### config.mk
export PLATFORM = sky130hd
export DESIGN_NAME = eepw_core
export DESIGN_NICKNAME = d
export VERILOG_FILES = /design/src/rtl/eepw_fifo.v /design/src/rtl/eepw_core.v
export VERILOG_INCLUDE_DIRS = /design/src /design/src/rtl
export SDC_FILE = /design/constraint.sdc
export NUM_CORES = 2
export LEC_CHECK = 0
export ABC_AREA = 1
export BUFFER_PORTS_ARGS = -buffer_cell sky130_fd_sc_hd__buf_2
export CORE_UTILIZATION = 66
export CTS_BUF_LIST = sky130_fd_sc_hd__clkbuf_2
export DETAILED_ROUTE_END_ITERATION = 12
export PLACE_DENSITY = 0.82
export SLEW_MARGIN = 20
export SYNTH_ARGS = -nofsm -noshare
export SYNTH_HDL_FRONTEND = slang
export SYNTH_SLANG_ARGS = --single-unit
### constraint.sdc
create_clock -name mclk_in -period 4.6 [get_ports mclk_in]
set_input_delay 0.69 -clock mclk_in [delete_from_list [all_inputs] [get_ports mclk_in]]
set_output_delay 0.69 -clock mclk_in [all_outputs]
set_load 0.1 [all_outputs]
### src/rtl/eepw_defs.vh
// Constants for the serial nonvolatile write and security register logic.
// Assumes a 10 ns system clock; included by bare name.
`ifndef EEPW_DEFS_VH
`define EEPW_DEFS_VH

////////////////////////////////////////////////////////////////////////////////
// Opcodes
`define EEPW_OP_WRITE 8'h02
`define EEPW_OP_STAT 8'h05
`define EEPW_OP_LATCH_SET 8'h06
`define EEPW_OP_SECPG 8'h9b
`define EEPW_OP_SECRD 8'h77
`define EEPW_SEC_PAD 8'h00

////////////////////////////////////////////////////////////////////////////////
// Status byte fields
`define EEPW_ST_BUSY 0
`define EEPW_ST_LATCH 1

////////////////////////////////////////////////////////////////////////////////
// Geometry
`define EEPW_ADDR_W 15
`define EEPW_PAGE_BYTES 64
`define EEPW_SEC_BYTES 128
`define EEPW_ERASED 8'hff
`define EEPW_FIFO_DEPTH 8

////////////////////////////////////////////////////////////////////////////////
// Timing
`define EEPW_CLK_NS 10
`define EEPW_WR_BYTE_NS 160
`define EEPW_WR_BYTE_CYC ((`EEPW_WR_BYTE_NS + `EEPW_CLK_NS - 1) / `EEPW_CLK_NS)

`endif

### src/rtl/eepw_fifo.v
// Synchronous FIFO with valid/ready on both sides.
// Assumes one clock; depth is a power of two.
`timescale 1ns/100ps
`default_nettype none

module eepw_fifo #(
	parameter W = 24,
	parameter D = 8,
	parameter AW = 3
) (
	// Clock and reset
	input wire mclk_in,
	input wire resetn_in,
	// Fill side
	input wire in_valid_in,
	output wire in_ready_out,
	input wire [W-1:0] in_data_in,
	// Drain side
	output wire out_valid_out,
	input wire out_ready_in,
	output wire [W-1:0] out_data_out
);

reg [W-1:0] mem_r [0:D-1];
reg [AW-1:0] wp_r;
reg [AW-1:0] rp_r;
reg [AW:0] cnt_r;
wire push;
wire pop;

assign in_ready_out = (cnt_r != D[AW:0]);
assign out_valid_out = (cnt_r != {(AW+1){1'b0}});
assign out_data_out = mem_r[rp_r];
assign push = in_valid_in & in_ready_out;
assign pop = out_valid_out & out_ready_in;

always @(posedge mclk_in) begin
	if (push) begin
		mem_r[wp_r] <= in_data_in;
	end
end

always @(posedge mclk_in or negedge resetn_in) begin
	if (!resetn_in) begin
		wp_r <= {AW{1'b0}};
		rp_r <= {AW{1'b0}};
		cnt_r <= {(AW+1){1'b0}};
	end else begin
		if (push) begin
			wp_r <= wp_r + 1'b1;
		end
		if (pop) begin
			rp_r <= rp_r + 1'b1;
		end
		if (push & ~pop) begin
			cnt_r <= cnt_r + 1'b1;
		end else if (pop & ~push) begin
			cnt_r <= cnt_r - 1'b1;
		end
	end
end

endmodule
`default_nettype wire

### src/rtl/eepw_core.v
// Serial slave port: write data, write enable, status read and the
// one-time-programmable security register, with a self-timed program cycle.
// Assumes the pins are asynchronous to mclk_in and the serial clock is far
// slower than mclk_in, so every edge is seen after synchronising.
`timescale 1ns/100ps
`default_nettype none
`include "eepw_defs.vh"

module eepw_core #(
	parameter AW = `EEPW_ADDR_W,
	parameter [15:0] BYTE_CYC = `EEPW_WR_BYTE_CYC,
	parameter [7:0] FACTORY_SEED = 8'h3c // Arbitrary value
) (
	// Clock and reset
	input wire mclk_in,
	input wire resetn_in,
	// Serial pins
	input wire cs_n_in,
	input wire sck_in,
	input wire serial_in_in,
	output reg serial_out_out,
	output reg serial_out_oe_n_out,
	// Status
	output reg write_busy_flag_out,
	output reg write_latch_flag_out
);

////////////////////////////////////////////////////////////////////////////////
// States
localparam [8:0] S_OP = 9'h001;
localparam [8:0] S_ADDR = 9'h002;
localparam [8:0] S_DATA = 9'h004;
localparam [8:0] S_SECH = 9'h008;
localparam [8:0] S_SECD = 9'h010;
localparam [8:0] S_RDH = 9'h020;
localparam [8:0] S_RDO = 9'h040;
localparam [8:0] S_STAT = 9'h080;
localparam [8:0] S_IGN = 9'h100;
localparam FW = 1 + AW + 8;

////////////////////////////////////////////////////////////////////////////////
// Pin synchronisers
reg cs_s1_r, cs_s2_r, cs_d_r;
reg sck_s1_r, sck_s2_r, sck_d_r;
reg si_s1_r, si_s2_r;
wire sck_rise = sck_s2_r & ~sck_d_r;
wire sck_fall = ~sck_s2_r & sck_d_r;
wire cs_fall = ~cs_s2_r & cs_d_r;
wire cs_rise = cs_s2_r & ~cs_d_r;

always @(posedge mclk_in or negedge resetn_in) begin
	if (!resetn_in) begin
		cs_s1_r <= 1'b1;
		cs_s2_r <= 1'b1;
		cs_d_r <= 1'b1;
		sck_s1_r <= 1'b0;
		sck_s2_r <= 1'b0;
		sck_d_r <= 1'b0;
		si_s1_r <= 1'b0;
		si_s2_r <= 1'b0;
	end else begin
		cs_s1_r <= cs_n_in;
		cs_s2_r <= cs_s1_r;
		cs_d_r <= cs_s2_r;
		sck_s1_r <= sck_in;
		sck_s2_r <= sck_s1_r;
		sck_d_r <= sck_s2_r;
		si_s1_r <= serial_in_in;
		si_s2_r <= si_s1_r;
	end
end

////////////////////////////////////////////////////////////////////////////////
// Storage
reg [7:0] mem_r [0:(1<<AW)-1];
reg [7:0] pbuf_r [0:`EEPW_PAGE_BYTES-1];
reg [7:0] sec_user_r [0:`EEPW_PAGE_BYTES-1];
reg [`EEPW_PAGE_BYTES-1:0] pmask_r;

// Factory half is fixed logic, so nothing can ever alter it
function [7:0] factory_byte;
	input [5:0] idx;
	begin
		factory_byte = {2'b00, idx} ^ FACTORY_SEED;
	end
endfunction

////////////////////////////////////////////////////////////////////////////////
// Protocol state
reg [8:0] state_r;
reg [2:0] bitcnt_r;
reg [6:0] sh_r;
reg [7:0] hdr_r;
reg [AW-1:0] addr_r;
reg [5:0] sidx_r;
reg [6:0] ridx_r;
reg [2:0] ocnt_r;
reg latch_pend_r;
reg otp_done_r;
reg prog_run_r;
reg prog_sec_r;
reg [AW-7:0] ppage_r;
reg [6:0] pidx_r;
reg [15:0] wcnt_r;
wire [7:0] rx_byte = {sh_r, si_s2_r};
wire byte_done = sck_rise & (bitcnt_r == 3'h7);
wire whole_bytes = (bitcnt_r == 3'h0);

// Program path through the FIFO
wire fifo_in_ready;
wire fifo_out_valid;
wire [FW-1:0] fifo_out_data;
wire pend_byte = prog_run_r & ~pidx_r[6] & pmask_r[pidx_r[5:0]];
wire [FW-1:0] fifo_in_data = {prog_sec_r, ppage_r, pidx_r[5:0], pbuf_r[pidx_r[5:0]]};
wire wr_ready = (wcnt_r == 16'h0000);
wire wr_pop = fifo_out_valid & wr_ready;
wire prog_end = prog_run_r & pidx_r[6] & ~fifo_out_valid & wr_ready;

wire [7:0] status_byte = {6'h00, write_latch_flag_out, write_busy_flag_out};
wire [7:0] sec_byte = ridx_r[6] ? factory_byte(ridx_r[5:0]) : sec_user_r[ridx_r[5:0]];
wire [7:0] tx_byte = (state_r == S_STAT) ? status_byte : sec_byte;

eepw_fifo #(
	.W(FW),
	.D(`EEPW_FIFO_DEPTH),
	.AW(3)
) u_fifo (
	.mclk_in(mclk_in),
	.resetn_in(resetn_in),
	.in_valid_in(pend_byte),
	.in_ready_out(fifo_in_ready),
	.in_data_in(fifo_in_data),
	.out_valid_out(fifo_out_valid),
	.out_ready_in(wr_ready),
	.out_data_out(fifo_out_data)
);

////////////////////////////////////////////////////////////////////////////////
// Page buffer, filled only by the command decoder
always @(posedge mclk_in) begin
	if (byte_done & (state_r == S_DATA)) begin
		pbuf_r[addr_r[5:0]] <= rx_byte;
	end else if (byte_done & (state_r == S_SECD)) begin
		pbuf_r[sidx_r] <= rx_byte;
	end
end

// Main array writes come out of the FIFO at the self-timed byte rate
always @(posedge mclk_in) begin
	if (wr_pop & ~fifo_out_data[FW-1]) begin
		mem_r[fifo_out_data[FW-2:8]] <= fifo_out_data[7:0];
	end
end

////////////////////////////////////////////////////////////////////////////////
// Command decoder
integer i;
always @(posedge mclk_in or negedge resetn_in) begin
	if (!resetn_in) begin
		state_r <= S_IGN;
		bitcnt_r <= 3'h0;
		sh_r <= 7'h00;
		hdr_r <= 8'h00;
		addr_r <= {AW{1'b0}};
		sidx_r <= 6'h00;
		ridx_r <= 7'h00;
		ocnt_r <= 3'h0;
		latch_pend_r <= 1'b0;
		pmask_r <= {`EEPW_PAGE_BYTES{1'b0}};
		serial_out_out <= 1'b0;
		serial_out_oe_n_out <= 1'b1;
	end else if (cs_s2_r) begin
		// Deselected: output released, partial commands dropped
		serial_out_oe_n_out <= 1'b1;
		state_r <= S_IGN;
		latch_pend_r <= 1'b0;
	end else if (cs_fall) begin
		state_r <= S_OP;
		bitcnt_r <= 3'h0;
		ocnt_r <= 3'h0;
		hdr_r <= 8'h00;
		latch_pend_r <= 1'b0;
	end else begin
		if (sck_rise) begin
			sh_r <= rx_byte[6:0];
			bitcnt_r <= bitcnt_r + 3'h1;
		end
		if (sck_fall & ((state_r == S_STAT) | (state_r == S_RDO))) begin
			serial_out_out <= tx_byte[3'h7 - ocnt_r];
			serial_out_oe_n_out <= 1'b0;
			ocnt_r <= ocnt_r + 3'h1;
			if (ocnt_r == 3'h7) begin
				ridx_r <= ridx_r + 7'h01;
			end
		end
		if (byte_done) begin
			case (state_r)
			S_OP: begin
				latch_pend_r <= 1'b0;
				hdr_r <= 8'h00;
				if (rx_byte == `EEPW_OP_STAT) begin
					state_r <= S_STAT;
				end else if (write_busy_flag_out) begin
					state_r <= S_IGN;
				end else if (rx_byte == `EEPW_OP_LATCH_SET) begin
					latch_pend_r <= 1'b1;
					state_r <= S_IGN;
				end else if (rx_byte == `EEPW_OP_WRITE) begin
					state_r <= write_latch_flag_out ? S_ADDR : S_IGN;
					pmask_r <= {`EEPW_PAGE_BYTES{1'b0}};
				end else if (rx_byte == `EEPW_OP_SECPG) begin
					state_r <= otp_done_r ? S_IGN : S_SECH;
					pmask_r <= {`EEPW_PAGE_BYTES{1'b0}};
					sidx_r <= 6'h00;
				end else if (rx_byte == `EEPW_OP_SECRD) begin
					state_r <= S_RDH;
				end else begin
					state_r <= S_IGN;
				end
			end
			S_ADDR: begin
				hdr_r <= hdr_r + 8'h01;
				if (hdr_r == 8'h00) begin
					addr_r[AW-1:8] <= rx_byte[AW-9:0];
				end else begin
					addr_r[7:0] <= rx_byte;
					state_r <= S_DATA;
				end
			end
			S_DATA: begin
				pmask_r[addr_r[5:0]] <= 1'b1;
				addr_r[5:0] <= addr_r[5:0] + 6'h01;
			end
			S_SECH: begin
				hdr_r <= hdr_r + 8'h01;
				if (rx_byte != `EEPW_SEC_PAD) begin
					state_r <= S_IGN;
				end else if (hdr_r == 8'h01) begin
					state_r <= S_SECD;
				end
			end
			S_SECD: begin
				pmask_r[sidx_r] <= 1'b1;
				sidx_r <= sidx_r + 6'h01;
			end
			S_RDH: begin
				hdr_r <= hdr_r + 8'h01;
				if (rx_byte != `EEPW_SEC_PAD) begin
					state_r <= S_IGN;
				end else if (hdr_r == 8'h01) begin
					state_r <= S_RDO;
					ridx_r <= 7'h00;
					ocnt_r <= 3'h0;
				end
			end
			default: begin
				state_r <= state_r;
			end
			endcase
		end
	end
end

////////////////////////////////////////////////////////////////////////////////
// Program engine and flags
// The decoder's chip select rise is seen here in the same cycle via cs_rise,
// before the decoder drops its state, so both look at the same command.
wire start_wr = cs_rise & whole_bytes & (state_r == S_DATA) & (|pmask_r);
wire start_sec = cs_rise & whole_bytes & (state_r == S_SECD) & (|pmask_r);

always @(posedge mclk_in or negedge resetn_in) begin
	if (!resetn_in) begin
		write_busy_flag_out <= 1'b0;
		write_latch_flag_out <= 1'b0;
		otp_done_r <= 1'b0;
		prog_run_r <= 1'b0;
		prog_sec_r <= 1'b0;
		ppage_r <= {(AW-6){1'b0}};
		pidx_r <= 7'h00;
		wcnt_r <= 16'h0000;
		for (i = 0; i < `EEPW_PAGE_BYTES; i = i + 1) begin
			sec_user_r[i] <= `EEPW_ERASED;
		end
	end else begin
		if (start_wr | start_sec) begin
			prog_run_r <= 1'b1;
			write_busy_flag_out <= 1'b1;
			prog_sec_r <= start_sec;
			ppage_r <= start_sec ? {(AW-6){1'b0}} : addr_r[AW-1:6];
			pidx_r <= 7'h00;
			if (start_sec) begin
				otp_done_r <= 1'b1;
			end
		end else if (prog_end) begin
			prog_run_r <= 1'b0;
			write_busy_flag_out <= 1'b0;
			if (!prog_sec_r) begin
				write_latch_flag_out <= 1'b0;
			end
		end else if (cs_rise & whole_bytes & latch_pend_r) begin
			write_latch_flag_out <= 1'b1;
		end
		// Walk the page mask; a full FIFO stalls the walk
		if (prog_run_r & ~pidx_r[6] & (~pend_byte | fifo_in_ready)) begin
			pidx_r <= pidx_r + 7'h01;
		end
		if (wr_pop) begin
			wcnt_r <= BYTE_CYC - 16'h0001;
			if (fifo_out_data[FW-1]) begin
				sec_user_r[fifo_out_data[13:8]] <= fifo_out_data[7:0];
			end
		end else if (!wr_ready) begin
			wcnt_r <= wcnt_r - 16'h0001;
		end
	end
end

endmodule
`default_nettype wire

## Word-level counts from Yosys, hierarchy flattened

Memory sizes are Yosys's and may differ from the RTL's.
Index checks and enable logic that the tools add are counted.

| operators by class | value |
|---|---|
| $add $sub $neg | 13 |
| $lt $le $gt $ge | 9 |
| equality and inequality tests | 30 |
| multiplexer cells | 96 |
| bitwise logic cells | 44 |
| reduce and logical (&&, ||, !) cells | 41 |

Operator list:

| kind | count |
|---|---|
| bitwise mux 512 bit | 1 |
| 2-to-1 mux 64 bit | 5 |
| one-hot mux 64 bit (3 select lines) | 1 |
| 2-to-1 mux 9 bit | 17 |
| bitwise OR 64 bit | 2 |
| 2-to-1 mux 8 bit | 8 |
| OR reduction 64 bit | 1 |
| 2-to-1 mux 7 bit | 8 |
| binary-select mux 8 bit (select 6 bit) | 1 |
| demux 8 bit (select 6 bit) | 1 |
| 2-to-1 mux 6 bit | 7 |
| one-hot mux 9 bit (4 select lines) | 1 |
| 2-to-1 mux 16 bit | 2 |
| 2-to-1 mux 1 bit | 27 |
| AND 1 bit | 24 |
| 2-to-1 mux 3 bit | 8 |
| one-hot mux 6 bit (2 select lines) | 2 |
| < comparator 6 x 7 -> 1 bit (second input constant) | 3 |
| AND reduction 5 bit | 4 |
| != test 2 bit (second input constant) | 9 |
| nonzero test 2 bit | 9 |
| equality test 8 x 3 -> 1 bit (second input constant) | 2 |
| logical NOT 16 bit | 1 |
| one-hot mux 8 bit (2 select lines) | 1 |
| 49 further kinds | 88 |

| storage, ports and cells | value |
|---|---|
| bits in registers | 691 |
| RAM bits | 704 |
| output and inout port bits | 4 |
| word-level logic and storage cells | 331 |
| memories kept | 2 |

Memory list:

| name | words | width | rd ports | clocked after Yosys merged registers in | write ports | RTL line | source |
|---|---|---|---|---|---|---|---|
| pbuf_r | 64 | 8 | 1 | 0 | 1 | eepw_core.v:76 | `` reg [7:0] pbuf_r [0:`EEPW_PAGE_BYTES-1]; `` |
| u_fifo.mem_r | 8 | 24 | 1 | 0 | 1 | eepw_fifo.v:24 | `reg [W-1:0] mem_r [0:D-1];` |

## Depth between registers and ports, before layout

| depth | value |
|---|---|
| depth in word-level cells | 11 |
| mapped depth | 21 |
| depth with buffers taken out | 20 |

## By module

From an unflattened synthesis, not the netlist that was laid out.

| second synthesis, totals | value |
|---|---|
| cell total of the unflattened synthesis | 6852 |
| area total of the unflattened synthesis | 63468.4 um^2 |

Modules (own cells, without submodules):

| module | times used | cells each | area each (um^2) | sequential area each (um^2) |
|---|---|---|---|---|
| eepw_core | 1 | 5943 | 54648.7 | 33063.0 |
| eepw_fifo | 1 | 909 | 8819.7 | 6015.8 |

## Least setup slack after synthesis

No wires, ideal clock.

| timing path | value |
|---|---|
| path type | reg2reg |
| from | reg pidx_r[2] |
| to | mem u_fifo.mem_r[6][0] (enable) |
| library setup time | 0.406 ns |
| arrival time | 2.893 ns |
| required time | 4.194 ns |
| slack | 1.301 ns |
| cell stages (with the launch flop) | 12 |
| path through | dfrtp_1 > buf_2 > clkinv_1 > nor2_1 > a21oi_1 > o211ai_1 > nand3_1 > nand3_1 > nand2_1 > nor2_1 > nand2_1 > nor3_1 |

| on the way | value |
|---|---|
| longest elaborated chain between the ends | 6 |

Ends and longest elaborated chain:

| what | RTL line | source |
|---|---|---|
| start: declaration | eepw_core.v:103 | `reg [6:0] pidx_r;` |
| start signal: assignment | eepw_core.v:305 | `pidx_r <= pidx_r + 7'h01;` |
| binary-select mux 1 bit (select 6 bit) | eepw_core.v:113 | `wire pend_byte = prog_run_r & ~pidx_r[6] & pmask_r[pidx_r[5:0]];` |
| 2-to-1 mux 1 bit (not written as such) | eepw_core.v:113 |  |
| AND 1 bit | eepw_core.v:113 |  |
| AND 1 bit | eepw_fifo.v:34 | `assign push = in_valid_in & in_ready_out;` |
| 2-to-1 mux 1 bit | eepw_fifo.v:38 | `if (push) begin` |
| 2-to-1 mux 1 bit (not written as such) | eepw_fifo.v:39 | `mem_r[wp_r] <= in_data_in;` |
| end: declaration | eepw_fifo.v:24 |  |

Every way passes these cells. The select of a mux whose other input is x is not followed.

## Worst setup path after layout

| timing path | value |
|---|---|
| from | reg state_r[3] |
| to | mem pbuf_r[16][6] (enable) |

| on the way | value |
|---|---|
| longest elaborated chain between the ends | 7 |
| elaborated cells on any way between the ends | 12 |

Ends and longest elaborated chain:

| what | RTL line | source |
|---|---|---|
| start: declaration | eepw_core.v:90 | `reg [8:0] state_r;` |
| start signal: assignment | eepw_core.v:209 | `state_r <= write_latch_flag_out ? S_ADDR : S_IGN;` |
| start signal: assignment | eepw_core.v:212 | `state_r <= otp_done_r ? S_IGN : S_SECH;` |
| start signal: assignment | eepw_core.v:257 | `state_r <= state_r;` |
| equality test 9 x 5 -> 1 bit | eepw_core.v:143 | `end else if (byte_done & (state_r == S_SECD)) begin` |
| AND 1 bit | eepw_core.v:143 |  |
| 2-to-1 mux 1 bit | eepw_core.v:143 |  |
| 2-to-1 mux 1 bit | eepw_core.v:141 | `if (byte_done & (state_r == S_DATA)) begin` |
| 2-to-1 mux 1 bit (not written as such) | eepw_core.v:144 | `pbuf_r[sidx_r] <= rx_byte;` |
| OR reduction 8 bit (no line) | -- |  |
| 2-to-1 mux 6 bit (no line) or 2-to-1 mux 1 bit (tied branches) | -- |  |
| end: declaration | eepw_core.v:76 |  |

Parallel ways exist; a longest one is shown, timed or not.

==> flow_metrics.tcl <==
set metrics [dict create \
    powerDensity_mw_per_mm2 320 \
    p_leak_nw 24.0 \
    gr-usage-all-layers_pct 34.9 \
    drt_wl_total_um 158000 \
    yosys.cell_types.count 59 \
    worst_path_max_delay_cell "nor2_1" \
    clockBufferDepth 4 \
    synth_commonest_cells "nand2_1 (1,202), nor2_1 (876), o21ai_0 (683), edfxtp_1 (632), dfstp_2 (517)" \
    die_area_mm2 0.0913 \
    ys_seq_area_share_pct 61.3 \
    synth_nets 6188 \
    dpl.hpwl_um 92800 \
    core_area_mm2 0.0888 \
    synth_edf_count 632 \
    cts.sinks 1305 \
    cts_hold_buf 9 \
    max_stage_delay_ns 0.85 \
    netlist_instances 6163 \
    reg2reg_slack_ns 0.68 \
    crit_type "reg2reg" \
    tns_ns 0 \
    grtUsageMet2_pct 55.5 \
    crit_buf_inv 2 \
    worst_pin_slew_ns 1.20 \
    synth_area_leaders "edfxtp_1 (32%), dfstp_2 (23%), nand2_1 (7.6%)" \
    start_kind "register" \
    grt_pass1_vias 46200 \
    postLayoutCoreUtil_pct 71.5 \
    worstPathArrival_ns 5.10 \
    use_met3_pct 6.74 \
    area_growth_syn_to_layout_pct 6.72 \
    cts_tree "done" \
    busiest_layer "met2" \
    ant_nets 0 \
    required_ns 5.78 \
    rows 109 \
    skew_ns 0.212 \
    ys.flop_type "edfxtp_1" \
    hold_path.class "in2reg" \
    post_cts_buffers 0 \
    synth_area_mm2 0.0595 \
    use_met1_pct 44.5 \
    finalNetCount 6276 \
    die_h_um 302 \
    synth_top_area_share_pct 31.9 \
    end_kind "register" \
    cts_resized 0 \
    path_max_fanout 12 \
    initial_core_util_pct 67.0 \
    io_buffers 8 \
    synth.most_common_cell "nand2_1" \
    fmax_mhz 255 \
    ys_async_sr_fraction_pct 51.6 \
    drv_slew 0 \
    ctsRootBufferMaster "clkbuf_2" \
    first_pass_iters 6 \
    cts_max_level 5 \
    io_pins 9 \
    post_drt_wl_per_cell_um 20.6 \
    path_cells "nor2_1 -> nand2_1 -> inv_1 -> nand2_1 -> nor2_4 -> nand2_1 -> nand2_1 -> o21ai_2 -> inv_1 -> nand4_1 -> nor2_1" \
    hold_violations 0 \
    insertion_delay_ns 1.69 \
    synth.largest_area_cell "edfxtp_1" \
    die_x_um 302 \
    cap_violations 0 \
    cts_made_buffers 330 \
    drtIter0Drc 6375 \
    critPathMostFrequentCell "nand2_1" \
    routed-via-count 47500 \
    min_period_over_period_pct 85.2 \
    yosys_warnings 0 \
    slew_headroom_pct 19.9 \
    overflow 0 \
    ys_ff_latch 1305 \
    drt-vias-per-instance 6.22 \
    status "finished, final reports clean" \
    path_clk_slew_ns 0.11 \
    routabilityCongestion 0.949 \
    ir_worst_vdd_mv 0.361 \
    grt_pass1_wl_um 248000 \
    finalSetupViolations 0 \
    grt_max_degree 213 \
    synth_area_per_cell_um2 9.65 \
    critPathTopFamily "simple AND/OR/NAND/NOR gates" \
    rsz0062_at_grt "no" \
    drive_above_1_share_pct 20.9 \
    antenna_found_initial 4 \
    fin_crit_ns 3.92 \
    drc_errors 0 \
]
worst min-delay path: cells and delay by family:
family / cells / cell delay, ns
buffers and inverters: 3 / 1.13
sequential cells by signal (all words and copies together), names as in the netlist, 3 cells and up:
| name | cells |
|---|---|
| hdr_r | 8 |
| bitcnt_r | 3 |
| pbuf_r | 512 |
| ocnt_r | 3 |
| pidx_r | 7 |
| u_fifo.cnt_r | 4 |
| sh_r | 7 |
| sec_user_r | 512 |
| u_fifo.mem_r | 120 |
| u_fifo.rp_r | 3 |
| ridx_r | 7 |
| sidx_r | 6 |
| state_r | 9 |
| pmask_r | 64 |
| addr_r | 6 |
| u_fifo.wp_r | 3 |
| wcnt_r | 16 |
placed cells by master, fill, tap and decap left out, types with 20 or more instances in the layout:
cell      Yosys  layout
nand3_1     295     295
nand2_2      31      31
o21ai_1     511     509
a31oi_1      66      66
nor3_1       33      25
dfstp_2     517     517
edfxtp_1    632     632
nor4_1       30      30
nor2_1      876     875
dfrtp_1     156     141
buf_4        16     127
inv_1       210     208
clkbuf_2      0     476
nand4_1      25      25
nand4_4      24      24
o22ai_1     193     193
clkinv_1      5      57
a21oi_1      54      54
o21ai_2      19      21
o211ai_1     20      20
nand2_1    1202    1202
o21ai_0     683     683
area by class of cell:
| class | count | area, um^2 |
|---|---|---|
| tap | 1165 | 1460 |
| sequential | 1305 | 36500 |
| multi-input combinational | 4227 | 20500 |
| clock buffer | 476 | 2380 |
| fill | 6440 | 25300 |
| antenna | 7 | 17.5 |
| clock inverter | 71 | 315 |
| timing repair buffer | 159 | 1400 |
| inverter | 228 | 880 |
report_power, final:
part           switching (mW)  total [mW]  internal, mW  leakage [nW]
combinational           0.462       0.527        0.0649          8.66
clock                    4.53        7.33          2.79          2.14
sequential             0.0205        12.5          12.4          13.2
total                    5.01        20.3          15.3          24.0
per-stage QoR:
step / hold WS, ns / power (mW) / setup slack [ns] / instance area [um^2] / std cells
after floorplan: 0.331 / 12.9 / 1.30 / 59500 / 6163
after global placement: 0.335 / 13.2 / 0.970 / 60600 / 7075
after detailed placement: 0.353 / 13.2 / 0.887 / 60600 / 7075
after CTS: 0.187 / 20.4 / 0.804 / 63400 / 7631
after global routing: 0.236 / 21.0 / 0.534 / 63400 / 7634
final: 0.260 / 20.3 / 0.682 / 63500 / 7638
worst paths after layout:
kind                       startpoint  cells after the start               to
min in group asynchronous   resetn_in                      3   sec_user_r[57]
hold reg to reg               si_s1_r                      0          si_s2_r
setup reg to reg           state_r[3]                     11    pbuf_r[16][6]
hold / removal                cs_n_in                      3          cs_s1_r
setup / recovery           state_r[3]                     11    pbuf_r[16][6]
max in group asynchronous   resetn_in                      4  sec_user_r[220]
kinds of logic (layout without fill, tap and decap cells):
| kind of cell | after synthesis | after routing | share of synthesized area (%) |
|---|---|---|---|
| buf+inv | 631 | 934 | 4.45 |
| flops | 1305 | 1305 | 61.3 |
| fa+ha+maj | 20 | 20 | 0.433 |
| mux | 18 | 18 | 0.307 |
| compound gates | 1589 | 1589 | 14.4 |
| xor+xnor | 22 | 22 | 0.324 |
| other cells | 0 | 7 | 0 |
| simple gates | 2578 | 2578 | 18.7 |
metal layers:
metal  wire, um  vias to the layer above
met1      59300                    22700
met2      74600                     2679
met3      14300                      612
li1           -                    21600
met5         63                        -
met4       9320                        2
No activity file was read; power rests on OpenSTA's default activity.
